$ cat src/rtl/psm_consts.vh
`ifndef PSM_CONSTS_VH
`define PSM_CONSTS_VH

// register byte offsets
`define PSM_REG_CTRL      8'h00
`define PSM_REG_IDLE      8'h04
`define PSM_REG_LAT       8'h08
`define PSM_REG_EXITLAT   8'h0C
`define PSM_REG_VID       8'h10
`define PSM_REG_STATUS    8'h14

// control fields
`define PSM_CTRL_PKG_EN   0
`define PSM_CTRL_PD_EN    1
`define PSM_CTRL_MODE_LSB 2
`define PSM_CTRL_MODE_MSB 4
`define PSM_CTRL_SR_REQ   5
`define PSM_CTRL_MDLL_EN  6
`define PSM_CTRL_MPLL_EN  7
`define PSM_CTRL_PCIE     8
`define PSM_CTRL_ASPM     9
`define PSM_CTRL_W        10

// reset values
`define PSM_CTRL_RST      10'h000
`define PSM_IDLE_RST      16'h0040
`define PSM_LAT_RST       24'hFF_FFFF
`define PSM_EXITLAT_RST   24'h20_4010
`define PSM_VID_RST       32'hA0_3040_50

// dram power-down modes
`define PSM_PD_ACTIVE     3'h0
`define PSM_PD_PRE_FAST   3'h1
`define PSM_PD_PRE_SLOW   3'h2
`define PSM_PD_REG_IBT_ON 3'h3
`define PSM_PD_REG_IBT_OFF 3'h4

// package states
`define PSM_PKG_ACTIVE    3'h0
`define PSM_PKG_SNOOP     3'h2
`define PSM_PKG_LIGHT     3'h3
`define PSM_PKG_DEEP      3'h6

// core states
`define PSM_CORE_RUN      3'h0
`define PSM_CORE_HALT     3'h1
`define PSM_CORE_HALT_LF  3'h2
`define PSM_CORE_FLUSH    3'h3
`define PSM_CORE_GATED    3'h6
`define PSM_CORE_DEEPEST  3'h7

// memory clock counts
`define PSM_PD_EXIT_CYC   5
`define PSM_SLOW_DATA_CYC 16

`endif

$ cat src/rtl/psm_rank_ctl.v
`timescale 1ns/1ns
`include "psm_consts.vh"

module psm_rank_ctl (
	input  wire        clk_i,
	input  wire        rstn_i,
	input  wire        busy_i,
	input  wire        pd_en_i,
	input  wire [2:0]  pd_mode_i,
	input  wire [15:0] idle_limit_i,
	input  wire        sr_req_i,
	output reg  [1:0]  cke_o,
	output reg         dll_off_o,
	output reg         ibt_off_o,
	output wire        in_pd_o,
	output wire        in_sr_o,
	output wire        cmd_ok_o,
	output reg         data_ok_o
);
	localparam [2:0] ST_ACTIVE = 3'h0;
	localparam [2:0] ST_PD     = 3'h1;
	localparam [2:0] ST_EXIT   = 3'h2;
	localparam [2:0] ST_SR     = 3'h3;
	localparam [2:0] ST_SR_EXIT = 3'h4;
	localparam [4:0] EXIT_CYC  = `PSM_PD_EXIT_CYC;
	localparam [4:0] DATA_CYC  = `PSM_SLOW_DATA_CYC;

	reg  [2:0]  state;
	reg  [2:0]  next_state;
	reg  [15:0] idle_cnt;
	reg  [4:0]  exit_cnt;
	reg  [4:0]  data_cnt;
	reg  [2:0]  pd_mode;

	assign in_pd_o  = (state == ST_PD);
	assign in_sr_o  = (state == ST_SR);
	assign cmd_ok_o = (state == ST_ACTIVE);

	always @* begin
		next_state = state;
		case (state)
			ST_ACTIVE: begin
				if (sr_req_i)
					next_state = ST_SR;
				else if (pd_en_i && !busy_i && idle_cnt >= idle_limit_i)
					next_state = ST_PD;
			end
			ST_PD: begin
				if (sr_req_i)
					next_state = ST_SR;
				else if (busy_i || !pd_en_i)
					next_state = ST_EXIT;
			end
			ST_EXIT: begin
				if (exit_cnt == EXIT_CYC - 5'd1)
					next_state = ST_ACTIVE;
			end
			ST_SR: begin
				if (!sr_req_i)
					next_state = ST_SR_EXIT;
			end
			ST_SR_EXIT: begin
				if (exit_cnt == EXIT_CYC - 5'd1)
					next_state = ST_ACTIVE;
			end
			default: next_state = ST_ACTIVE;
		endcase
	end

	always @(posedge clk_i or negedge rstn_i) begin
		if (!rstn_i) begin
			state     <= ST_ACTIVE;
			idle_cnt  <= 16'h0000;
			exit_cnt  <= 5'h00;
			data_cnt  <= 5'h00;
			pd_mode   <= `PSM_PD_ACTIVE;
			cke_o     <= 2'h3;
			dll_off_o <= 1'b0;
			ibt_off_o <= 1'b0;
			data_ok_o <= 1'b1;
		end else begin
			state <= next_state;
			if (state != ST_ACTIVE || busy_i)
				idle_cnt <= 16'h0000;
			else if (idle_cnt != 16'hFFFF)
				idle_cnt <= idle_cnt + 16'h0001;
			if (state == ST_EXIT || state == ST_SR_EXIT)
				exit_cnt <= exit_cnt + 5'd1;
			else
				exit_cnt <= 5'h00;
			if (state == ST_ACTIVE && next_state == ST_PD)
				pd_mode <= pd_mode_i;
			case (next_state)
				ST_PD: begin
					if (pd_mode == `PSM_PD_REG_IBT_ON || pd_mode == `PSM_PD_REG_IBT_OFF ||
					    (state == ST_ACTIVE && (pd_mode_i == `PSM_PD_REG_IBT_ON ||
					    pd_mode_i == `PSM_PD_REG_IBT_OFF)))
						cke_o <= 2'h0;
					else
						cke_o <= 2'h2;
				end
				ST_SR: cke_o <= 2'h0;
				default: cke_o <= 2'h3;
			endcase
			// fast exit keeps dll, slow exit drops it
			dll_off_o <= (next_state == ST_PD) &&
			             ((state == ST_ACTIVE) ? (pd_mode_i == `PSM_PD_PRE_SLOW) : (pd_mode == `PSM_PD_PRE_SLOW));
			ibt_off_o <= (next_state == ST_PD) &&
			             ((state == ST_ACTIVE) ? (pd_mode_i == `PSM_PD_REG_IBT_OFF) : (pd_mode == `PSM_PD_REG_IBT_OFF));
			// data held off after slow exit
			if (state == ST_PD && next_state == ST_EXIT && pd_mode == `PSM_PD_PRE_SLOW) begin
				data_cnt  <= DATA_CYC - 5'd1;
				data_ok_o <= 1'b0;
			end else if (state == ST_PD || state == ST_SR) begin
				data_ok_o <= 1'b0;
				data_cnt  <= 5'h00;
			end else if (data_cnt != 5'h00) begin
				data_cnt <= data_cnt - 5'd1;
			end else begin
				data_ok_o <= (next_state == ST_ACTIVE);
			end
		end
	end
endmodule

$ cat src/rtl/psm_top.v
// Implementation choices: the register offsets and the address-and-strobe port.
`timescale 1ns/1ns
`include "psm_consts.vh"

module psm_top #(
	parameter NCORE = 6,
	parameter NRANK = 4,
	parameter LLCW  = 20
) (
	input  wire               clk_i,
	input  wire               rstn_i,
	input  wire [7:0]         addr_i,
	input  wire [31:0]        wdata_i,
	input  wire               wr_i,
	input  wire               rd_i,
	output reg  [31:0]        rdata_o,
	input  wire [NCORE*3-1:0] core_state_i,
	input  wire [LLCW-1:0]    llc_ways_open_i,
	output reg  [2:0]         pkg_state_o,
	output reg  [7:0]         ring_vid_o,
	output reg                min_freq_o,
	output reg                pkg_pll_on_o,
	output reg                llc_flush_o,
	output reg                lfm_resume_o,
	output reg  [NCORE-1:0]   core_clk_stop_o,
	output reg  [NCORE-1:0]   core_pll_on_o,
	output reg  [NCORE-1:0]   core_flush_o,
	output reg  [NCORE-1:0]   core_ret_req_o,
	output reg  [NCORE-1:0]   core_ctx_flush_o,
	output reg  [NCORE-1:0]   core_pgate_o,
	output reg  [NCORE-1:0]   core_lowfreq_o,
	input  wire [NRANK-1:0]   rank_busy_i,
	output wire [NRANK*2-1:0] rank_cke_o,
	output wire [NRANK-1:0]   rank_dll_off_o,
	output wire [NRANK-1:0]   rank_ibt_off_o,
	output wire [NRANK-1:0]   rank_cmd_ok_o,
	output wire [NRANK-1:0]   rank_data_ok_o,
	output reg                io_master_delay_loop_off_o,
	output reg                mem_pll_off_o,
	input  wire               link_l1_req_i,
	output reg                link_l1_o,
	output wire               link_l1_ok_o
);
	reg  [`PSM_CTRL_W-1:0] ctrl;
	reg  [15:0]            idle_limit;
	reg  [23:0]            lat_req;
	reg  [23:0]            exit_lat;
	reg  [31:0]            vid_cfg;
	reg  [2:0]             pkg_state;
	reg  [2:0]             next_pkg_state;
	wire [NRANK-1:0]       rank_in_pd;
	wire [NRANK-1:0]       rank_in_sr;
	wire                   all_sr;
	wire [7:0]             min_lat;
	wire                   all_idle;
	wire                   any_flush;
	wire                   all_gated;
	wire                   deep_ok;
	wire                   light_ok;
	wire                   ret_pll_off;
	wire [7:0]             ret_vid;
	reg  [NCORE*7-1:0]     acts;
	integer                i;
	integer                k;

	// per-core actions: {lowfreq, ctx_flush, pgate, ret_req, flush, pll_on, clk_stop}
	function [6:0] core_actions;
		input [2:0] st;
		begin
			case (st)
				`PSM_CORE_RUN:     core_actions = 7'b000_0010;
				`PSM_CORE_HALT:    core_actions = 7'b000_0011;
				`PSM_CORE_HALT_LF: core_actions = 7'b100_0011;
				`PSM_CORE_FLUSH:   core_actions = 7'b000_1111;
				`PSM_CORE_GATED:   core_actions = 7'b011_0101;
				`PSM_CORE_DEEPEST: core_actions = 7'b011_0101;
				default:           core_actions = 7'b000_0010;
			endcase
		end
	endfunction

	function is_idle3;
		input [2:0] st;
		begin
			is_idle3 = (st == `PSM_CORE_FLUSH) || (st == `PSM_CORE_GATED) || (st == `PSM_CORE_DEEPEST);
		end
	endfunction

	function is_gated;
		input [2:0] st;
		begin
			is_gated = (st == `PSM_CORE_GATED) || (st == `PSM_CORE_DEEPEST);
		end
	endfunction

	function [7:0] min8;
		input [7:0] a;
		input [7:0] b;
		begin
			min8 = (a < b) ? a : b;
		end
	endfunction

	// core state reductions
	reg r_all_idle;
	reg r_any_flush;
	reg r_all_gated;
	always @* begin
		r_all_idle  = 1'b1;
		r_any_flush = 1'b0;
		r_all_gated = 1'b1;
		acts        = {NCORE*7{1'b0}};
		for (i = 0; i < NCORE; i = i + 1) begin
			acts[i*7 +: 7] = core_actions(core_state_i[i*3 +: 3]);
			r_all_idle  = r_all_idle & is_idle3(core_state_i[i*3 +: 3]);
			r_any_flush = r_any_flush | (core_state_i[i*3 +: 3] == `PSM_CORE_FLUSH);
			r_all_gated = r_all_gated & is_gated(core_state_i[i*3 +: 3]);
		end
	end
	assign all_idle  = r_all_idle;
	assign any_flush = r_any_flush;
	assign all_gated = r_all_gated;

	// tightest of snoop, interrupt and non-snoop response needs
	assign min_lat = min8(min8(lat_req[7:0], lat_req[15:8]), lat_req[23:16]);

	// deep limited by open ways and response times
	assign deep_ok  = all_gated && (llc_ways_open_i == {LLCW{1'b0}}) && (min_lat >= exit_lat[15:8]);
	// light needs one core in flush retention
	assign light_ok = all_idle && any_flush && (min_lat >= exit_lat[7:0]);
	// pll only dropped when relock fits the budget
	assign ret_pll_off = (min_lat >= exit_lat[23:16]);
	// deeper voltage only with relaxed snoop and interrupt needs
	assign ret_vid = (min8(lat_req[7:0], lat_req[15:8]) >= exit_lat[15:8]) ? vid_cfg[23:16] : vid_cfg[15:8];

	always @* begin
		next_pkg_state = pkg_state;
		case (pkg_state)
			`PSM_PKG_ACTIVE: begin
				// entry only with all cores idle
				if (ctrl[`PSM_CTRL_PKG_EN] && all_idle) begin
					if (deep_ok)
						next_pkg_state = `PSM_PKG_DEEP;
					else if (light_ok)
						next_pkg_state = `PSM_PKG_LIGHT;
					else
						next_pkg_state = `PSM_PKG_SNOOP;
				end
			end
			`PSM_PKG_SNOOP, `PSM_PKG_LIGHT, `PSM_PKG_DEEP: begin
				if (!all_idle || !ctrl[`PSM_CTRL_PKG_EN])
					next_pkg_state = `PSM_PKG_ACTIVE;
			end
			// any other code falls back to active
			default: next_pkg_state = `PSM_PKG_ACTIVE;
		endcase
	end

	always @(posedge clk_i or negedge rstn_i) begin
		if (!rstn_i) begin
			pkg_state    <= `PSM_PKG_ACTIVE;
			pkg_state_o  <= `PSM_PKG_ACTIVE;
			ring_vid_o   <= 8'h00;
			min_freq_o   <= 1'b0;
			pkg_pll_on_o <= 1'b1;
			llc_flush_o  <= 1'b0;
			lfm_resume_o <= 1'b0;
		end else begin
			pkg_state   <= next_pkg_state;
			pkg_state_o <= next_pkg_state;
			// no package state flushes the last-level cache
			llc_flush_o <= 1'b0;
			lfm_resume_o <= (pkg_state != `PSM_PKG_ACTIVE) && (next_pkg_state == `PSM_PKG_ACTIVE);
			case (next_pkg_state)
				`PSM_PKG_SNOOP: begin
					// minimum voltage and frequency, pll kept
					ring_vid_o   <= vid_cfg[7:0];
					min_freq_o   <= 1'b1;
					pkg_pll_on_o <= 1'b1;
				end
				`PSM_PKG_LIGHT, `PSM_PKG_DEEP: begin
					ring_vid_o   <= ret_pll_off ? ret_vid : vid_cfg[7:0];
					min_freq_o   <= 1'b1;
					pkg_pll_on_o <= !ret_pll_off;
				end
				default: begin
					ring_vid_o   <= vid_cfg[31:24];
					min_freq_o   <= (pkg_state != `PSM_PKG_ACTIVE) ? 1'b1 : 1'b0;
					pkg_pll_on_o <= 1'b1;
				end
			endcase
		end
	end

	// per-core action outputs
	always @(posedge clk_i or negedge rstn_i) begin
		if (!rstn_i) begin
			core_clk_stop_o  <= {NCORE{1'b0}};
			core_pll_on_o    <= {NCORE{1'b1}};
			core_flush_o     <= {NCORE{1'b0}};
			core_ret_req_o   <= {NCORE{1'b0}};
			core_ctx_flush_o <= {NCORE{1'b0}};
			core_pgate_o     <= {NCORE{1'b0}};
			core_lowfreq_o   <= {NCORE{1'b0}};
		end else begin
			for (k = 0; k < NCORE; k = k + 1) begin
				core_clk_stop_o[k]  <= acts[k*7];
				core_pll_on_o[k]    <= acts[k*7+1];
				core_flush_o[k]     <= acts[k*7+2];
				core_ret_req_o[k]   <= acts[k*7+3];
				core_pgate_o[k]     <= acts[k*7+4];
				core_ctx_flush_o[k] <= acts[k*7+5];
				core_lowfreq_o[k]   <= acts[k*7+6];
			end
		end
	end

	// dram ranks
	genvar g;
	generate
		for (g = 0; g < NRANK; g = g + 1) begin : g_rank
			psm_rank_ctl u_rank (
				.clk_i        (clk_i),
				.rstn_i       (rstn_i),
				.busy_i       (rank_busy_i[g]),
				.pd_en_i      (ctrl[`PSM_CTRL_PD_EN]),
				.pd_mode_i    (ctrl[`PSM_CTRL_MODE_MSB:`PSM_CTRL_MODE_LSB]),
				.idle_limit_i (idle_limit),
				.sr_req_i     (ctrl[`PSM_CTRL_SR_REQ]),
				.cke_o        (rank_cke_o[g*2 +: 2]),
				.dll_off_o    (rank_dll_off_o[g]),
				.ibt_off_o    (rank_ibt_off_o[g]),
				.in_pd_o      (rank_in_pd[g]),
				.in_sr_o      (rank_in_sr[g]),
				.cmd_ok_o     (rank_cmd_ok_o[g]),
				.data_ok_o    (rank_data_ok_o[g])
			);
		end
	endgenerate

	assign all_sr = &rank_in_sr;

	always @(posedge clk_i or negedge rstn_i) begin
		if (!rstn_i) begin
			io_master_delay_loop_off_o <= 1'b0;
			mem_pll_off_o <= 1'b0;
		end else begin
			io_master_delay_loop_off_o <= all_sr && ctrl[`PSM_CTRL_SR_REQ] && ctrl[`PSM_CTRL_MDLL_EN];
			mem_pll_off_o <= all_sr && ctrl[`PSM_CTRL_SR_REQ] && ctrl[`PSM_CTRL_MPLL_EN];
		end
	end

	assign link_l1_ok_o = ctrl[`PSM_CTRL_PCIE] && ctrl[`PSM_CTRL_ASPM];

	always @(posedge clk_i or negedge rstn_i) begin
		if (!rstn_i)
			link_l1_o <= 1'b0;
		else
			link_l1_o <= link_l1_req_i && link_l1_ok_o;
	end

	// register writes
	always @(posedge clk_i or negedge rstn_i) begin
		if (!rstn_i) begin
			ctrl       <= `PSM_CTRL_RST;
			idle_limit <= `PSM_IDLE_RST;
			lat_req    <= `PSM_LAT_RST;
			exit_lat   <= `PSM_EXITLAT_RST;
			vid_cfg    <= `PSM_VID_RST;
		end else if (wr_i) begin
			case (addr_i)
				`PSM_REG_CTRL:    ctrl       <= wdata_i[`PSM_CTRL_W-1:0];
				`PSM_REG_IDLE:    idle_limit <= wdata_i[15:0];
				`PSM_REG_LAT:     lat_req    <= wdata_i[23:0];
				`PSM_REG_EXITLAT: exit_lat   <= wdata_i[23:0];
				`PSM_REG_VID:     vid_cfg    <= wdata_i;
				default: ;
			endcase
		end
	end

	// read data valid only in the cycle after the strobe
	always @(posedge clk_i or negedge rstn_i) begin
		if (!rstn_i)
			rdata_o <= 32'h0000_0000;
		else if (rd_i) begin
			case (addr_i)
				`PSM_REG_CTRL:    rdata_o <= {{(32-`PSM_CTRL_W){1'b0}}, ctrl};
				`PSM_REG_IDLE:    rdata_o <= {16'h0000, idle_limit};
				`PSM_REG_LAT:     rdata_o <= {8'h00, lat_req};
				`PSM_REG_EXITLAT: rdata_o <= {8'h00, exit_lat};
				`PSM_REG_VID:     rdata_o <= vid_cfg;
				`PSM_REG_STATUS:  rdata_o <= {8'h00, rank_in_sr[7 < NRANK ? 7 : NRANK-1:0] & 8'hFF,
				                  rank_in_pd[7 < NRANK ? 7 : NRANK-1:0] & 8'hFF,
				                  3'h0, all_sr, link_l1_o, pkg_state_o};
				default:          rdata_o <= 32'h0000_0000;
			endcase
		end else
			rdata_o <= 32'h0000_0000;
	end
endmodule

$ cat config.mk
export PLATFORM = sky130hd
export DESIGN_NAME = psm_top
export DESIGN_NICKNAME = d
export VERILOG_FILES = /design/src/rtl/psm_rank_ctl.v /design/src/rtl/psm_top.v
export VERILOG_INCLUDE_DIRS = /design/src /design/src/rtl
export SDC_FILE = /design/constraint.sdc
export NUM_CORES = 1
export LEC_CHECK = 0
export BUFFER_PORTS_ARGS = -buffer_cell sky130_fd_sc_hd__buf_4
export CAP_MARGIN = 20
export CORE_ASPECT_RATIO = 1.25
export CORE_MARGIN = 4
export CORE_UTILIZATION = 40
export DETAILED_ROUTE_END_ITERATION = 10
export GPL_ROUTABILITY_DRIVEN = 0
export GPL_TIMING_DRIVEN = 0
export PLACE_DENSITY_LB_ADDON = 0.1
export SYNTH_ARGS = -nofsm -noshare
export SYNTH_HDL_FRONTEND = slang
export SYNTH_SLANG_ARGS = --single-unit
$ cat constraint.sdc
create_clock -name clk_i -period 5.7 [get_ports clk_i]
set_input_delay 1.14 -clock clk_i [delete_from_list [all_inputs] [get_ports clk_i]]
set_output_delay 1.14 -clock clk_i [all_outputs]
set_load 0.02 [all_outputs]
Word level (Yosys, flattened, before mapping)
Index checks and enable logic that the tools add are counted.

word-level totals
  register bits = 345
  input bits = 87
  output and inout bits = 117
  word-level logic and storage cells = 434

cells by class
  add/sub/neg operators = 12
  order comparisons = 10
  equality and inequality tests = 96
  muxes and demuxes = 101
  bitwise operators = 15
  reductions and logical operators = 143

operator list
  operator                                                               number
  32-bit case mux with 6 select lines                                    1
  7-bit case mux with 4 select lines                                     6
  16-bit 2-to-1 mux                                                      8
  3-bit by 2-bit equality test with 1-bit output, second input constant  42
  3-bit 2-to-1 mux                                                       27
  5-bit 2-to-1 mux                                                       16
  3-bit equality test, second input constant                             23
  16-bit by 1-bit adder with 16-bit output, second input constant        4
  16-bit greater-or-equal comparator                                     4
  16-bit inequality test, second input constant                          4
  3-bit case mux with 4 select lines                                     4
  1-bit logical OR                                                       44
  1-bit logical AND                                                      43
  3-bit by 1-bit equality test with 1-bit output, second input constant  14
  8-bit greater-or-equal comparator                                      4
  32-bit 2-to-1 mux                                                      1
  8-bit 2-to-1 mux                                                       4
  3-bit logical NOT                                                      10
  3-bit nonzero test                                                     9
  1-bit 2-to-1 mux                                                       24
  2-bit OR reduction                                                     11
  5-bit by 1-bit adder with 5-bit output, second input constant          4
  5-bit by 3-bit equality test with 1-bit output, second input constant  4
  20-bit logical NOT                                                     1
  19 further kinds                                                       65

Depth between registers and ports, before layout
Gate-level depths: netlist of the first run.

  depth in word-level cells = 17
  depth in mapped cells = 24
  gate-level depth less buffers = 23

Cells and area by module
Synthesis of the first run repeated with hierarchy kept, for this count alone.

second synthesis, totals
  cell total of the unflattened synthesis = 1786
  area, all modules = 18729.2 sq um

by module, submodules not included
  module                                times used  cells each  area each (sq um)  sequential area each (sq um)
  psm_top                               1           773         9514.1             4832.1
  psm_rank_ctl at g_rank[0].u_rank ...  3           254         2274.7             929.6
  psm_rank_ctl at g_rank[2].u_rank      1           251         2391.0             929.6

Worst setup path before layout of the first run
Ideal clock, no wire load.

  path type = register to register
  start = reg lat_req[10]
  end = reg ring_vid_o[0]
  library setup time = 118 ps
  arrival time = 5115 ps
  data required time = 5582 ps
  path slack = 467 ps
  stages on the path, launching flop included = 25
  buffers on the path = 1
  clock period less this slack = 5233 ps
  cells stage by stage = dfstp_2 -> inv_1 -> ha_1 -> a211oi_1 -> o21ai_0 -> a21oi_1 -> clkbuf_1 -> nand2_1 -> o21ai_0 -> ha_1 -> a21o_1 -> a211oi_1 -> a21oi_1 -> nand4_1 -> a21o_1 -> nand2_1 -> mux2_2 -> ha_1 -> a22o_1 -> a2111o_1 -> nand4_1 -> nor3b_2 -> o311ai_2 -> o21ai_0 -> a21o_1

on the way
  word-level cells in the longest chain between the ends = 13
  elaborated cells on any way between the ends = 21
  classes of those cells = 6 x order compare; 3 x eq/ne; 9 x mux; 3 x reduce/logical

ends and longest elaborated chain
  item                                                                                   RTL line       source
  start, declared                                                                        psm_top.v:46   reg [23:0] lat_req;
  start signal, assigned                                                                 psm_top.v:267  lat_req <= `PSM_LAT_RST;
  start signal, assigned                                                                 psm_top.v:274  `PSM_REG_LAT: lat_req <= wdata_i[23:0];
  8-bit less-than comparator                                                             psm_top.v:100  min8 = (a < b) ? a : b;
  8-bit 2-to-1 mux (*)                                                                   psm_top.v:100
  8-bit less-than comparator                                                             psm_top.v:100
  8-bit 2-to-1 mux                                                                       psm_top.v:100
  8-bit greater-or-equal comparator                                                      psm_top.v:130  assign light_ok = all_idle && any_flush && (min_lat >= exit_lat[7:0]);
  1-bit logical AND                                                                      psm_top.v:130
  1-bit 2-to-1 mux                                                                       psm_top.v:144  else if (light_ok)
  3-bit 2-to-1 mux                                                                       psm_top.v:142  if (deep_ok)
  3-bit 2-to-1 mux                                                                       psm_top.v:141  if (ctrl[`PSM_CTRL_PKG_EN] && all_idle) begin
  3-bit case mux with 2 select lines                                                     psm_top.v:138  case (pkg_state)
  3-bit by 2-bit equality test with 1-bit output or 3-bit equality test (tied branches)  psm_top.v:174  case (next_pkg_state)
  2-bit OR reduction                                                                     psm_top.v:174
  8-bit case mux with 2 select lines (*)                                                 psm_top.v:174
  end signal, assigned                                                                   psm_top.v:177  ring_vid_o <= vid_cfg[7:0];
  end signal, assigned                                                                   psm_top.v:182  ring_vid_o <= ret_pll_off ? ret_vid : vid_cfg[7:0];
  end signal, assigned                                                                   psm_top.v:187  ring_vid_o <= vid_cfg[31:24];
  end, declared                                                                          psm_top.v:20   output reg [7:0] ring_vid_o,

Mark *: on every way between the ends. The rest lies on a longest branch, timed or not.
A chain may end at the register's enable or synchronous reset.

Final worst setup path of the first run
  start = reg lat_req[15]
  end = reg ring_vid_o[4]

Same word-level chain as after synthesis.

==> results.md, run 1 <==
Timing:
- Setup violations remaining at the end of the flow were counted as 0.
- The worst slew slack as a fraction of its limit is 21.0%.
- The achievable frequency is 0.184 GHz.
- The part of the cycle the worst path needs is roughly 95%.
- For the finished layout, the period the worst path requires is 5.42 ns.
- Setup repair after global routing left no endpoint under its margin.
- The final count of hold timing violations was 0.
- Setup total negative slack on the finished layout was measured at 0 ns.
- Hold timing on the final database bottoms out at a slack of 0.407 ns.
- At the pin with the least slew margin, the transition time is 1.17 ns.
- The setup skew after layout is 0.0142 ns.
- The count of pins over their slew limit is 0.
- The final setup slack of the worst path is 0.277 ns.

Placement:
- Port buffering added 202 buffers.
- The worst slack at placement is -0.856 ns.
- Summed over all nets, the half-perimeter wirelength after detailed placement is just under 40 mm.

GRT:
- The largest net degree at the start of global routing is 119.
- The final global-route overflow total is 0.
- The number of global-route vias before repair was approximately 14000.
- The initial antenna violation count is 5.
- The aggregate global-route resource usage is 20.9%.
- The first global-routing pass estimated 78.8 mm of wire.

Logic synthesis:
- The top cell type by area accounts for 39.8% of the synthesized area.
- For this run, asynchronously set or reset flops after synthesis account for 100%.
- Summed over all instances, the cell type with the most area after synthesis is sky130_fd_sc_hd__dfrtp_1.
- Counting every net in the synthesized netlist gives 1896.
- After synthesis, flip-flops and latches occupy ~48% of the total area.
- After synthesis, the netlist uses 79 different library cells.
- Summing every instance area after synthesis gives about 18000 um2.
- The average instance area after synthesis is around 11 um2.
- By area the synthesized netlist is led by sky130_fd_sc_hd__dfrtp_1 40%, sky130_fd_sc_hd__ha_1 9.1%, sky130_fd_sc_hd__mux2_2 8.3%.
- The number of flip-flops and latches in the synthesized netlist is 339.
- The yosys synthesis warning count is 0.
- Counting flops with a built-in enable in the synthesized netlist gives 0.
- In the synthesized netlist the dominant register cell turns out to be sky130_fd_sc_hd__dfrtp_1.
- After technology mapping, the gate count stands at 1679.

Power:
- The total power per unit cell area is ~300 nW/um2.
- Across the VDD grid, the largest voltage drop is 0.190 mV.
- For this design the static power due to leakage is 10.4 nW.

Finish:
- The layout filler cell count is 4152.
- The area of combinational cells with multiple inputs is between 8000 and 9000 um2.
- The sequential cell area is 8550 um2.
- The net count of the finished layout is 2148.
- The area growth from synthesis to layout is 20.5%.
- In the final layout, the share of cells above drive strength 1 is between 20% and 30%.

Clock network:
- The CTS tree is done.
- The TritonCTS buffer count is 37.
- The longest clock path from root to sink contains 3 buffers.
- The H-tree was split into 2 levels.
- The hold-fix buffer count after cts is 0.
- The later pin in the worst-skew pair is clocked with a latency of 0.54 ns.
- CTS placed an instance of sky130_fd_sc_hd__clkbuf_16 at the clock tree root.
- The clock net in this run drives a total of 339 sinks.
- The post-CTS clock slew at the launch and capture registers of the worst setup and hold paths is 0.06 ns.

Floorplan:
- The core footprint is 44200 um2.
- The effective utilization at floorplan is 40.5%.
- The die height is 245 um.
- The floorplan step set the die width to 197 um.
- The area of the die is between 40000 and 50000 um2.
- The number of standard-cell rows in the floorplan is 86.
- 204 I/O pins were placed.

Flow run:
- Max-cap violations in this run came to 0.

Drt:
- The remaining antenna violation count is 0.
- The total wire length is 51.4 mm.
- The number of vias per cell after detailed routing is 5.28.
- Across all layers, the routed design uses about 13000 vias.
- The final routed DRC violation total is 0.
- The wire length per cell is 20.3 um.
- In this run, the number of DRC markers left after iteration 0 of detailed routing was roughly 810.
- Before antenna repair, the detailed router went through 8 iterations.

Critical path:
- The highest fanout seen on the critical path is 10.
- The critical path class is flip-flop to flip-flop.
- The critical path arrival is 5.84 ns.
- The minimum setup slack among reg-to-reg paths is 0.28 ns.
- The worst setup path is captured at a flip-flop.
- The worst setup path is launched from a flip-flop.
- The required arrival time at the worst endpoint is 6.12 ns.

Hold path:
- The worst min-delay path class is input port to asynchronous set/reset pin.

Run status:
- The run finished with clean final reports.
cell usage after synthesis (13+ instances only):
cell	instances
sky130_fd_sc_hd__nand4_1	17
sky130_fd_sc_hd__nor3b_1	16
sky130_fd_sc_hd__xnor2_1	42
sky130_fd_sc_hd__buf_4	23
sky130_fd_sc_hd__nor2b_1	29
sky130_fd_sc_hd__dfrtp_1	285
sky130_fd_sc_hd__nand2_1	113
sky130_fd_sc_hd__a21o_1	39
sky130_fd_sc_hd__mux2_2	132
sky130_fd_sc_hd__a222oi_1	19
sky130_fd_sc_hd__a31oi_1	14
sky130_fd_sc_hd__inv_1	109
sky130_fd_sc_hd__nor4_1	13
sky130_fd_sc_hd__ha_1	130
sky130_fd_sc_hd__clkbuf_1	29
sky130_fd_sc_hd__o21ai_0	78
sky130_fd_sc_hd__and3_1	26
sky130_fd_sc_hd__nand2b_1	24
sky130_fd_sc_hd__a21oi_1	45
sky130_fd_sc_hd__nor3_1	35
sky130_fd_sc_hd__o21a_1	13
sky130_fd_sc_hd__nor2_1	146
sky130_fd_sc_hd__dfstp_2	54
sky130_fd_sc_hd__xor2_1	33
sky130_fd_sc_hd__nand3_1	45
sky130_fd_sc_hd__mux2i_1	28
where the power goes:
| group | total, W | switching [W] | internal [W] |
|---|---|---|---|
| logic | 0.00134 | 0.000740 | 0.000604 |
| registers | 0.00275 | 0.000146 | 0.00261 |
| clock network | 0.00245 | 0.000989 | 0.00146 |
through the flow:
| step | area (um2) | utilization (%) | total power [W] | instances |
|---|---|---|---|---|
| 6_report | 21600 | 48.8 | 0.00655 | 2533 |
| 5_1_grt | 21600 | 48.8 | 0.00689 | 2532 |
| 4_1_cts | 21500 | 48.7 | 0.00660 | 2528 |
| 3_5_place_dp | 20200 | 45.8 | 0.00409 | 2456 |
| 3_3_place_gp | 20100 | 45.6 | 0.00405 | 2453 |
| 2_1_floorplan | 17900 | - | 0.00361 | 1679 |
area by class of cell:
cell class                 instances  share of cell area (%)
tap                              572                    3.31
antenna                            1                  0.0116
sequential                       339                    39.6
clock buffer                      58                    5.27
buffer                            68                    1.71
clock inverter                    10                   0.481
inverter                         109                    1.89
multi-input combinational       1163                    40.0
timing repair buffer             213                    7.73
final timing paths:
kind	startpoint	end	depth (start not counted)
worst max-delay path	lat_req[15]	ring_vid_o[4]	24
worst min-delay path	rstn_i	g_rank[3].u_rank.ibt_off_o	1
worst max register to register	lat_req[15]	ring_vid_o[4]	24
worst min register to register	g_rank[3].u_rank.exit_cnt[0]	g_rank[3].u_rank.exit_cnt[0]	1
max in group asynchronous	rstn_i	rdata_o[13]	3
min in group clk_i	g_rank[3].u_rank.exit_cnt[0]	g_rank[3].u_rank.exit_cnt[0]	1
critical path, cell delays in order (launching register included):
cell and delay (ns):
sky130_fd_sc_hd__dfstp_2 0.54, sky130_fd_sc_hd__inv_1 0.05, sky130_fd_sc_hd__ha_1 0.29, sky130_fd_sc_hd__nand2_1 0.08, sky130_fd_sc_hd__nor3_1 0.26, sky130_fd_sc_hd__a21oi_2 0.12, sky130_fd_sc_hd__buf_6 0.16, sky130_fd_sc_hd__o21ai_0 0.37
sky130_fd_sc_hd__ha_1 0.34, sky130_fd_sc_hd__a211oi_2 0.32, sky130_fd_sc_hd__a21oi_2 0.12, sky130_fd_sc_hd__nand4_1 0.11, sky130_fd_sc_hd__a21o_1 0.10, sky130_fd_sc_hd__nand2_2 0.13, sky130_fd_sc_hd__mux2_2 0.35, sky130_fd_sc_hd__ha_1 0.30
sky130_fd_sc_hd__a22o_1 0.25, sky130_fd_sc_hd__a2111o_1 0.38, sky130_fd_sc_hd__nand4_1 0.15, sky130_fd_sc_hd__nor3b_2 0.07, sky130_fd_sc_hd__buf_4 0.15, sky130_fd_sc_hd__o311ai_4 0.21, sky130_fd_sc_hd__buf_6 0.17, sky130_fd_sc_hd__o21ai_0 0.10
sky130_fd_sc_hd__a21o_1 0.18
state kept, by name (all words and copies together) (netlist names), 16 cells and up:
name	cells
lat_req	24
g_rank.u_rank.exit_cnt	20
rdata_o	32
vid_cfg	32
exit_lat	24
g_rank.u_rank.data_cnt	20
g_rank.u_rank.idle_cnt	64
idle_limit	16
cells in the final DEF, fill, tap and decap left out, types with 13 or more instances in the layout:
| cell type | n |
|---|---|
| sky130_fd_sc_hd__nor4_1 | 13 |
| sky130_fd_sc_hd__o21a_1 | 13 |
| sky130_fd_sc_hd__and3_1 | 26 |
| sky130_fd_sc_hd__xnor2_1 | 42 |
| sky130_fd_sc_hd__dfrtp_1 | 285 |
| sky130_fd_sc_hd__nor3b_1 | 15 |
| sky130_fd_sc_hd__nor2b_1 | 29 |
| sky130_fd_sc_hd__a21o_1 | 39 |
| sky130_fd_sc_hd__dfstp_2 | 54 |
| sky130_fd_sc_hd__ha_1 | 130 |
| sky130_fd_sc_hd__a31oi_1 | 14 |
| sky130_fd_sc_hd__o21ai_0 | 71 |
| sky130_fd_sc_hd__mux2_2 | 132 |
| sky130_fd_sc_hd__nand2_1 | 112 |
| sky130_fd_sc_hd__nand3_1 | 45 |
| sky130_fd_sc_hd__buf_4 | 231 |
| sky130_fd_sc_hd__inv_1 | 109 |
| sky130_fd_sc_hd__nor2_1 | 146 |
| sky130_fd_sc_hd__nor3_1 | 35 |
| sky130_fd_sc_hd__nand2b_1 | 24 |
| sky130_fd_sc_hd__nand4_1 | 17 |
| sky130_fd_sc_hd__clkbuf_16 | 39 |
| sky130_fd_sc_hd__xor2_1 | 33 |
| sky130_fd_sc_hd__a21oi_1 | 42 |
| sky130_fd_sc_hd__clkbuf_1 | 38 |
| sky130_fd_sc_hd__mux2i_1 | 28 |
| sky130_fd_sc_hd__a222oi_1 | 19 |
cell families after synthesis:
family	Yosys count	synth area share [%]
AO/OA/AOI/OAI	265	9.79
XOR/XNOR	75	3.67
adder cells (fa/ha/maj)	130	9.08
buffers and inverters	177	4.30
flip-flops	339	47.7
multiplexers	163	10.1
other	1	0.0209
AND/OR/NAND/NOR	529	15.3
repair_timing:
action | 4_1_cts | 5_1_grt
pin swaps | 6 | 5
buffers inserted | 4 | 4
gates resized for setup | 11 | 12
setup endpoints to repair | 11 | 8
metal layers:
layer,track usage [%],part of all wire (%),vias up
li1,-,-,6410
met1,26.6,43,6553
met2,35.3,48,306
met3,3.90,5.4,97
met4,7.77,3.9,6
met5,0,0.090,-
No activity file was read; power rests on OpenSTA's default activity.
==> run 2: changes to the inputs <==
--- a/config.mk
+++ b/config.mk
@@ -15,6 +15,7 @@
 export GPL_ROUTABILITY_DRIVEN = 0
 export GPL_TIMING_DRIVEN = 0
 export PLACE_DENSITY_LB_ADDON = 0.1
+export SETUP_SLACK_MARGIN = 0.4
 export SYNTH_ARGS = -nofsm -noshare
 export SYNTH_HDL_FRONTEND = slang
 export SYNTH_SLANG_ARGS = --single-unit
==> run 2 against run 1 <==
  * Sequential share of layout area down 0.47 points
  * Largest power group unchanged
  * Combinational power rose by 5%
  * Total power up 1.0%
  * Largest cell class unchanged
  * Clock skew barely moved
==> results.md, run 2 (synthesized netlist as in run 1, its figures left out) <==
Timing:
- The achievable frequency came to 0.189 GHz (was 0.184 GHz).
- The total setup violations reported at the end of the flow is 0 (unchanged).
- The part of the cycle the worst path needs came to 92.8% (was 95.1%).
- The final count of hold timing violations came to 0 (unchanged).
- Setup repair after global routing missed its margin: yes (was no).
- The setup skew after layout is 0.0144 ns (was 0.0142 ns).
- The post-layout minimum cycle time is 5.29 ns (was 5.42 ns).
- The actual slew at the worst max-slew pin came to 1.15 ns (was 1.17 ns).
- The worst slew slack as a fraction of its limit came to 22.4% (was 21.0%).
- The count of pins over their slew limit is 0 (unchanged).

Drt:
- The detailed-router iteration count before antenna repair was 8 (unchanged).
- The sum of met3 wire segment lengths after detailed routing is 3.09 mm (was 2.75 mm).
- The via total after detailed routing came to 13500 (was 13400).
- The number of DRC markers after the initial detailed-route iteration is 765 (was 807).
- The number of vias per cell after detailed routing was 5.32 (was 5.28).
- The remaining antenna violation count is 0 (unchanged).
- The wire length the detailed router placed on met1 was 21.8 mm (was 21.9 mm).
- The sum of met2 wire segment lengths after detailed routing was 24.9 mm (was 24.7 mm).
- The final routed DRC violation total is 0 (unchanged).
- The total wire length came to 51.8 mm (was 51.4 mm).
- The wire length per cell is 20.4 um (was 20.3 um).
- The uppermost layer routed is met5 (unchanged).

Finish:
- The most common cell after layout, fill and taps aside was sky130_fd_sc_hd__dfrtp_1 (unchanged).
- Registers with the highest flip-flop counts: g_rank.u_rank.idle_cnt (64), rdata_o (32), vid_cfg (32) (unchanged).
- The net count of the finished layout came to 2156 (was 2148).
- Most frequent cells in the layout: 285 x sky130_fd_sc_hd__dfrtp_1, 238 x sky130_fd_sc_hd__buf_4, 146 x sky130_fd_sc_hd__nor2_1 (was 285 x sky130_fd_sc_hd__dfrtp_1, 231 x sky130_fd_sc_hd__buf_4, 146 x sky130_fd_sc_hd__nor2_1).
- The register with the highest flop count is g_rank.u_rank.idle_cnt (unchanged).
- The share of layout cells above drive strength 1 is 28.4% (was 26.7%).
- The final cell count without fillers is 2541 (was 2533).
- The flip-flop count of the largest register, all copies and words added was 64 (unchanged).
- The area growth from synthesis to layout is 22.0% (was 20.5%).

Clock network:
- The CTS tree is done (unchanged).
- The cell chosen for the clock root was sky130_fd_sc_hd__clkbuf_16 (unchanged).
- The maximum buffer depth of the clock tree is 3 (unchanged).
- The TritonCTS buffer count came to 37 (unchanged).
- The clock latency reported for the late side of the worst-skew pair is 0.54 ns (about the same).
- The post-CTS clock slew at the launch and capture registers of the worst setup and hold paths is 0.06 ns (about the same).
- The clock sink total is 339 (unchanged).
- The H-tree level count is 2 (unchanged).

Floorplan:
- The number of standard-cell rows in the floorplan is 86 (unchanged).
- The core footprint is 44200 um2 (unchanged).
- The die span in x came to 197 um (unchanged).
- The die height is 245 um (unchanged).
- The boundary pin count is 204 (unchanged).
- The area of the die was 48300 um2 (unchanged).
- The effective utilization at floorplan came to 40.5% (unchanged).

Critical path:
- The critical path class is flip-flop to flip-flop (unchanged).
- The highest fanout seen on the critical path was 8 (was 10).
- The critical path arrival came to 5.71 ns (was 5.84 ns).
- The maximum single-stage delay on the critical path is 0.53 ns (was 0.54 ns).
- The cell with the largest stage delay on the worst path is sky130_fd_sc_hd__dfstp_2 (unchanged).
- The required arrival time at the worst endpoint came to 6.12 ns (about the same).
- The type of destination of the critical path is a flip-flop (unchanged).
- The minimum setup slack among reg-to-reg paths came to 0.41 ns (was 0.28 ns).
- The sort of element at the start of the critical path was a flip-flop (unchanged).

GRT:
- The initial antenna violation count came to 5 (unchanged).
- The final global-route overflow total came to 0 (unchanged).
- The aggregate global-route resource usage is 20.9% (about the same).
- The first-pass GRT wire length is 79.0 mm (was 78.8 mm).
- The number of global-route vias before repair is 13900 (was 13800).
- The largest net degree at the start of global routing is 119 (unchanged).

Power:
- The overall power consumption is 0.00662 W (was 0.00655 W).
- The total power per unit cell area is 303 nW/um2 (about the same).
- The leakage power figure is 10.5 nW (was 10.4 nW).
- The worst voltage drop across the vdd grid is 0.190 mV (unchanged).

Flow run:
- The number of max-capacitance violations reported is 0 (unchanged).

Placement:
- The placed instance count was 2456 (unchanged).
- The quantity of I/O buffers inserted on ports came to 202 (unchanged).
- The placed wire-length estimate after detailed placement is 39.0 mm (unchanged).

Hold path:
- The worst min-delay path class is input port to asynchronous set/reset pin (unchanged).

Run status:
- Result of the run: finished clean (unchanged).
run 2: cell types whose count changed in the layout (fill, tap and decap cells not counted), sizes merged:
cell,change
buf,+8
run 2: worst max-delay path, delay by kind of cell, from the launching register on:
kind                       cells  cell delay [ns]
DFF                            1             0.53
and+or+nand+nor                5             0.48
muxes                          1             0.34
AOI/OAI and AO/OA             13             2.54
adders and majority gates      3             0.68
buffers and inverters          4             0.57
run 2: final cells by class:
type / instances / area [um2]
clock inverter: 10 / 104
fill: 4135 / 22400
tap: 572 / 716
clock buffer: 58 / 1140
buffer: 68 / 373
multi-input combinational: 1163 / 8830
inverter: 109 / 409
timing repair buffer: 221 / 1730
antenna: 1 / 2.50
sequential: 339 / 8550
run 2: where the power goes:
group / switching (W) / internal, W / total [W] / leakage (nW)
sequential: 0.000147 / 0.00261 / 0.00275 / 4.44
combinational: 0.000769 / 0.000639 / 0.00141 / 5.41
clock: 0.000991 / 0.00146 / 0.00245 / 0.617
total: 0.00191 / 0.00471 / 0.00662 / 10.5
run 2: final timing paths:
kind	depth (start not counted)	end	from
min reg2reg	1	g_rank[3].u_rank.exit_cnt[0]	g_rank[3].u_rank.exit_cnt[0]
max reg2reg	26	ring_vid_o[4]	lat_req[10]
max	26	ring_vid_o[4]	lat_req[10]
min	1	g_rank[3].u_rank.ibt_off_o	rstn_i
min in group clk_i	1	g_rank[3].u_rank.exit_cnt[0]	g_rank[3].u_rank.exit_cnt[0]
max in group asynchronous	3	lat_req[13]	rstn_i
run 2: per-layer routing:
layer  vias up  track usage [%]
li1       6435                -
met1      6649             26.6
met2       335             35.3
met3       103             3.91
met4         6             7.96
met5         -                0
run 2: repair_timing:
| action | CTS | global route |
|---|---|---|
| pin swaps | 13 | 17 |
| resized for setup | 29 | 40 |
| hold buffers | 0 | 0 |
| setup endpoints to repair | 11 | 9 |
| setup buffers | 8 | 8 |
run 2: through the flow:
stage               hold slack (ns)  worst slack (ns)  cell area, um2  utilization [%]  setup TNS (ns)
floorplan                     0.452             0.467           17900                -               0
global placement              0.472            -0.787           20100             45.6           -6.67
detailed placement            0.474            -0.856           20200             45.8           -7.31
CTS                           0.384             0.423           21600             48.9               0
global route                  0.390             0.230           21900             49.4               0
finish                        0.406             0.412           21900             49.4               0
==> run 3: changes to the inputs <==
--- a/config.mk
+++ b/config.mk
@@ -10,7 +10,7 @@
 export CAP_MARGIN = 20
 export CORE_ASPECT_RATIO = 1.25
 export CORE_MARGIN = 4
-export CORE_UTILIZATION = 40
+export CORE_UTILIZATION = 35
 export DETAILED_ROUTE_END_ITERATION = 10
 export GPL_ROUTABILITY_DRIVEN = 0
 export GPL_TIMING_DRIVEN = 0
==> run 3 against run 2 <==
  * Global-route usage is 1.6 points lower
  * Critical path depth shrank 1
  * Critical endpoint is now ring_vid_o[0]
  * Final area rose by 0.80%
  * Highest routed layer is now met4
  * Worst setup slack gained 0.11 ns
  * Non-clock buffer count grew 2
  * Utilization down 5.8 points
  * Hold slack improved by 0.076 ns
==> results.md, run 3 (synthesized netlist as in run 1, its figures left out) <==
GRT:
- The met2 track demand over resource in global routing came to 33.3% (was 35.3%).
- The initial antenna violation count was 2 (was 5).
- The met3 usage in global routing is 3.33% (was 3.91%).
- The global-route track usage on met1 was 24.2% (was 26.6%).
- The first-pass GRT wire length came to 82.0 mm (was 79.0 mm).
- The peak-usage layer in the global routing report is met2 (unchanged).
- The final global-route overflow total is 0 (unchanged).
- The number of global-route vias before repair is 13800 (was 13900).
- The largest net degree at the start of global routing is 119 (unchanged).
- The aggregate global-route resource usage came to 19.3% (was 20.9%).

Timing:
- The worst slew slack as a fraction of its limit is 32.2% (was 22.4%).
- Setup repair after global routing missed its margin: yes (unchanged).
- The total setup violations reported at the end of the flow came to 0 (unchanged).
- The setup skew after layout is 0.0239 ns (was 0.0144 ns).
- The post-layout minimum cycle time was 5.17 ns (was 5.29 ns).
- The tightest hold margin came to 0.483 ns (was 0.406 ns).
- The count of pins over their slew limit was 0 (unchanged).
- The actual slew at the worst max-slew pin is 1.01 ns (was 1.15 ns).
- The final count of hold timing violations is 0 (unchanged).
- The part of the cycle the worst path needs is 90.8% (was 92.8%).
- The achievable frequency came to 0.193 GHz (was 0.189 GHz).

Clock network:
- The post-CTS clock slew at the launch and capture registers of the worst setup and hold paths is 0.06 ns (about the same).
- The clock sink total is 339 (unchanged).
- The maximum buffer depth of the clock tree was 3 (unchanged).
- The CTS tree was done (unchanged).
- The cell chosen for the clock root is sky130_fd_sc_hd__clkbuf_16 (unchanged).
- The H-tree level count came to 2 (unchanged).
- The TritonCTS buffer count was 39 (was 37).
- The clock latency reported for the late side of the worst-skew pair is 0.57 ns (was 0.54 ns).

Critical path:
- The critical path arrival was 5.61 ns (was 5.71 ns).
- The sort of element at the start of the critical path is a flip-flop (unchanged).
- The family of cells with the greatest summed delay on the critical path is compound AO/OA/AOI/OAI gates (unchanged).
- The critical path buffer and inverter count came to 4 (unchanged).
- The maximum single-stage delay on the critical path is 0.60 ns (was 0.53 ns).
- The critical path class is flip-flop to flip-flop (unchanged).
- The cell with the largest stage delay on the worst path is sky130_fd_sc_hd__dfstp_2 (unchanged).
- The type of destination of the critical path was a flip-flop (unchanged).
- The highest fanout seen on the critical path is 8 (unchanged).
- The cell that appears most often on the critical path is sky130_fd_sc_hd__a211oi_2.
- The required arrival time at the worst endpoint was 6.14 ns (was 6.12 ns).

Finish:
- Registers with the highest flip-flop counts: g_rank.u_rank.idle_cnt (64), rdata_o (32), vid_cfg (32) (unchanged).
- The area of combinational cells with multiple inputs is 8840 um2 (was 8830 um2).
- The most common cell after layout, fill and taps aside is sky130_fd_sc_hd__dfrtp_1 (unchanged).
- The sequential cell area is 8550 um2 (unchanged).
- The flip-flop count of the largest register, all copies and words added was 64 (unchanged).
- Most frequent cells in the layout: 285 x sky130_fd_sc_hd__dfrtp_1, 239 x sky130_fd_sc_hd__buf_4, 146 x sky130_fd_sc_hd__nor2_1 (was 285 x sky130_fd_sc_hd__dfrtp_1, 238 x sky130_fd_sc_hd__buf_4, 146 x sky130_fd_sc_hd__nor2_1).
- The layout filler cell count is 4892 (was 4135).
- The net count of the finished layout is 2160 (was 2156).
- The design area is 22000 um2 (was 21900 um2).
- The share of layout cells above drive strength 1 came to 28.2% (was 28.4%).
- The register with the highest flop count is g_rank.u_rank.idle_cnt (unchanged).
- The area growth from synthesis to layout is 23.0% (was 22.0%).

Floorplan:
- The number of standard-cell rows in the floorplan was 92 (was 86).
- The core footprint came to 50500 um2 (was 44200 um2).
- The boundary pin count came to 204 (unchanged).
- The die height is 261 um (was 245 um).
- The die span in x came to 210 um (was 197 um).
- The area of the die is 54900 um2 (was 48300 um2).
- The effective utilization at floorplan is 35.5% (was 40.5%).

Power:
- The total power per unit cell area came to 304 nW/um2 (was 303 nW/um2).
- The leakage power figure came to 10.5 nW (about the same).
- The worst voltage drop across the vdd grid is 0.175 mV (was 0.190 mV).

Drt:
- The number of vias per cell after detailed routing was 5.14 (was 5.32).
- The total wire length came to 53.9 mm (was 51.8 mm).
- The wire length per cell came to 20.5 um (was 20.4 um).
- The via total after detailed routing is 13600 (was 13500).
- The number of DRC markers after the initial detailed-route iteration is 648 (was 765).
- The remaining antenna violation count is 0 (unchanged).
- The detailed-router iteration count before antenna repair came to 7 (was 8).
- The final routed DRC violation total is 0 (unchanged).

Hold path:
- The worst min-delay path class is flip-flop to flip-flop (was input port to asynchronous set/reset pin).

Placement:
- The total placed instance area was 20300 um2 (was 20200 um2).
- The placed wire-length estimate after detailed placement is 40.9 mm (was 39.0 mm).
- The quantity of I/O buffers inserted on ports is 202 (unchanged).

Flow run:
- The number of max-capacitance violations reported is 0 (unchanged).

Run status:
- Result of the run: finished clean (unchanged).
==> run 3: cell count changes in the layout (fill, tap and decap cells not counted), sizes merged <==
cell,delta
clkinv,-3
buf,+1
clkbuf,+7
diode,+2
clkinvlp,+1
==> run 3: worst paths after layout <==
| path | slack, ns | startpoint | endpoint | depth (start not counted) |
|---|---|---|---|---|
| max in group asynchronous | 3.77 | rstn_i | rdata_o[5] | 3 |
| hold reg to reg | 0.48 | g_rank[0].u_rank.data_ok_o | g_rank[0].u_rank.data_ok_o | 2 |
| setup / recovery | 0.53 | lat_req[2] | ring_vid_o[0] | 25 |
| min in group asynchronous | 0.52 | rstn_i | g_rank[3].u_rank.exit_cnt[4] | 1 |
| setup reg to reg | 0.53 | lat_req[2] | ring_vid_o[0] | 25 |
| hold / removal | 0.48 | g_rank[0].u_rank.data_ok_o | g_rank[0].u_rank.data_ok_o | 2 |
==> run 3: per-layer routing <==
layer  up-vias  share of wire [%]  wire [um]
met4         0                3.7       1990
met3        91                5.4       2940
li1       6456                  -          -
met5         -                  0          0
met2       341                 49      26400
met1      6663                 42      22600
==> run 3: worst reg2reg max path, cell delays in order (launching register included) <==
cell                       delay, ns
sky130_fd_sc_hd__dfstp_2        0.60
sky130_fd_sc_hd__ha_4           0.23
sky130_fd_sc_hd__a211oi_2       0.22
sky130_fd_sc_hd__o21ai_2        0.10
sky130_fd_sc_hd__a21oi_2        0.20
sky130_fd_sc_hd__clkbuf_8       0.21
sky130_fd_sc_hd__nand2_4        0.06
sky130_fd_sc_hd__o21ai_4        0.09
sky130_fd_sc_hd__ha_4           0.23
sky130_fd_sc_hd__a21o_1         0.19
sky130_fd_sc_hd__a211oi_2       0.27
sky130_fd_sc_hd__a21oi_2        0.10
sky130_fd_sc_hd__buf_4          0.14
sky130_fd_sc_hd__o21ai_2        0.07
sky130_fd_sc_hd__nand2_4        0.12
sky130_fd_sc_hd__mux2_4         0.34
sky130_fd_sc_hd__buf_4          0.15
sky130_fd_sc_hd__ha_1           0.32
sky130_fd_sc_hd__a211oi_2       0.26
sky130_fd_sc_hd__nand2_1        0.08
sky130_fd_sc_hd__a31oi_1        0.19
sky130_fd_sc_hd__a21boi_2       0.13
sky130_fd_sc_hd__o31ai_2        0.28
sky130_fd_sc_hd__o22ai_2        0.12
sky130_fd_sc_hd__buf_6          0.15
sky130_fd_sc_hd__a21o_1         0.21
==> run 3: report_power, final <==
part           total (W)  internal, W  leakage, nW  switching, W
combinational    0.00142     0.000645         5.42      0.000777
clock            0.00253      0.00150        0.621       0.00103
sequential       0.00276      0.00261         4.44      0.000149
==> run 3: layout make-up <==
cell class              instances  share of cell area (%)
multi-input cells            1163                    40.1
flip-flops and latches        339                    38.8
repair buffers                223                    7.96
clock buffers                  64                    5.32
well taps                     658                    3.74
inverters                     109                    1.86
plain buffers                  68                    1.69
clock inverters                 8                   0.488
diodes                          3                  0.0341
==> run 3: what timing repair did <==
item,CTS,global route
buffers inserted,9,9
setup endpoints to repair,11,8
pin swaps,12,24
gates cloned,0,0
hold buffers,0,0
hold endpoints to repair,0,0
resized for setup,26,38
==> run 3: through the flow <==
stage / std cells / setup slack (ns) / setup TNS (ns) / total power, W / utilization, %
final: 2635 / 0.526 / 0 / 0.00670 / 43.6
after global routing: 2632 / 0.271 / 0 / 0.00705 / 43.6
after CTS: 2623 / 0.403 / 0 / 0.00673 / 43.1
after detailed placement: 2542 / -0.890 / -7.27 / 0.00410 / 40.3
after global placement: 2539 / -0.818 / -6.74 / 0.00406 / 40.1
after floorplan: 1679 / 0.467 / 0 / 0.00361 / -
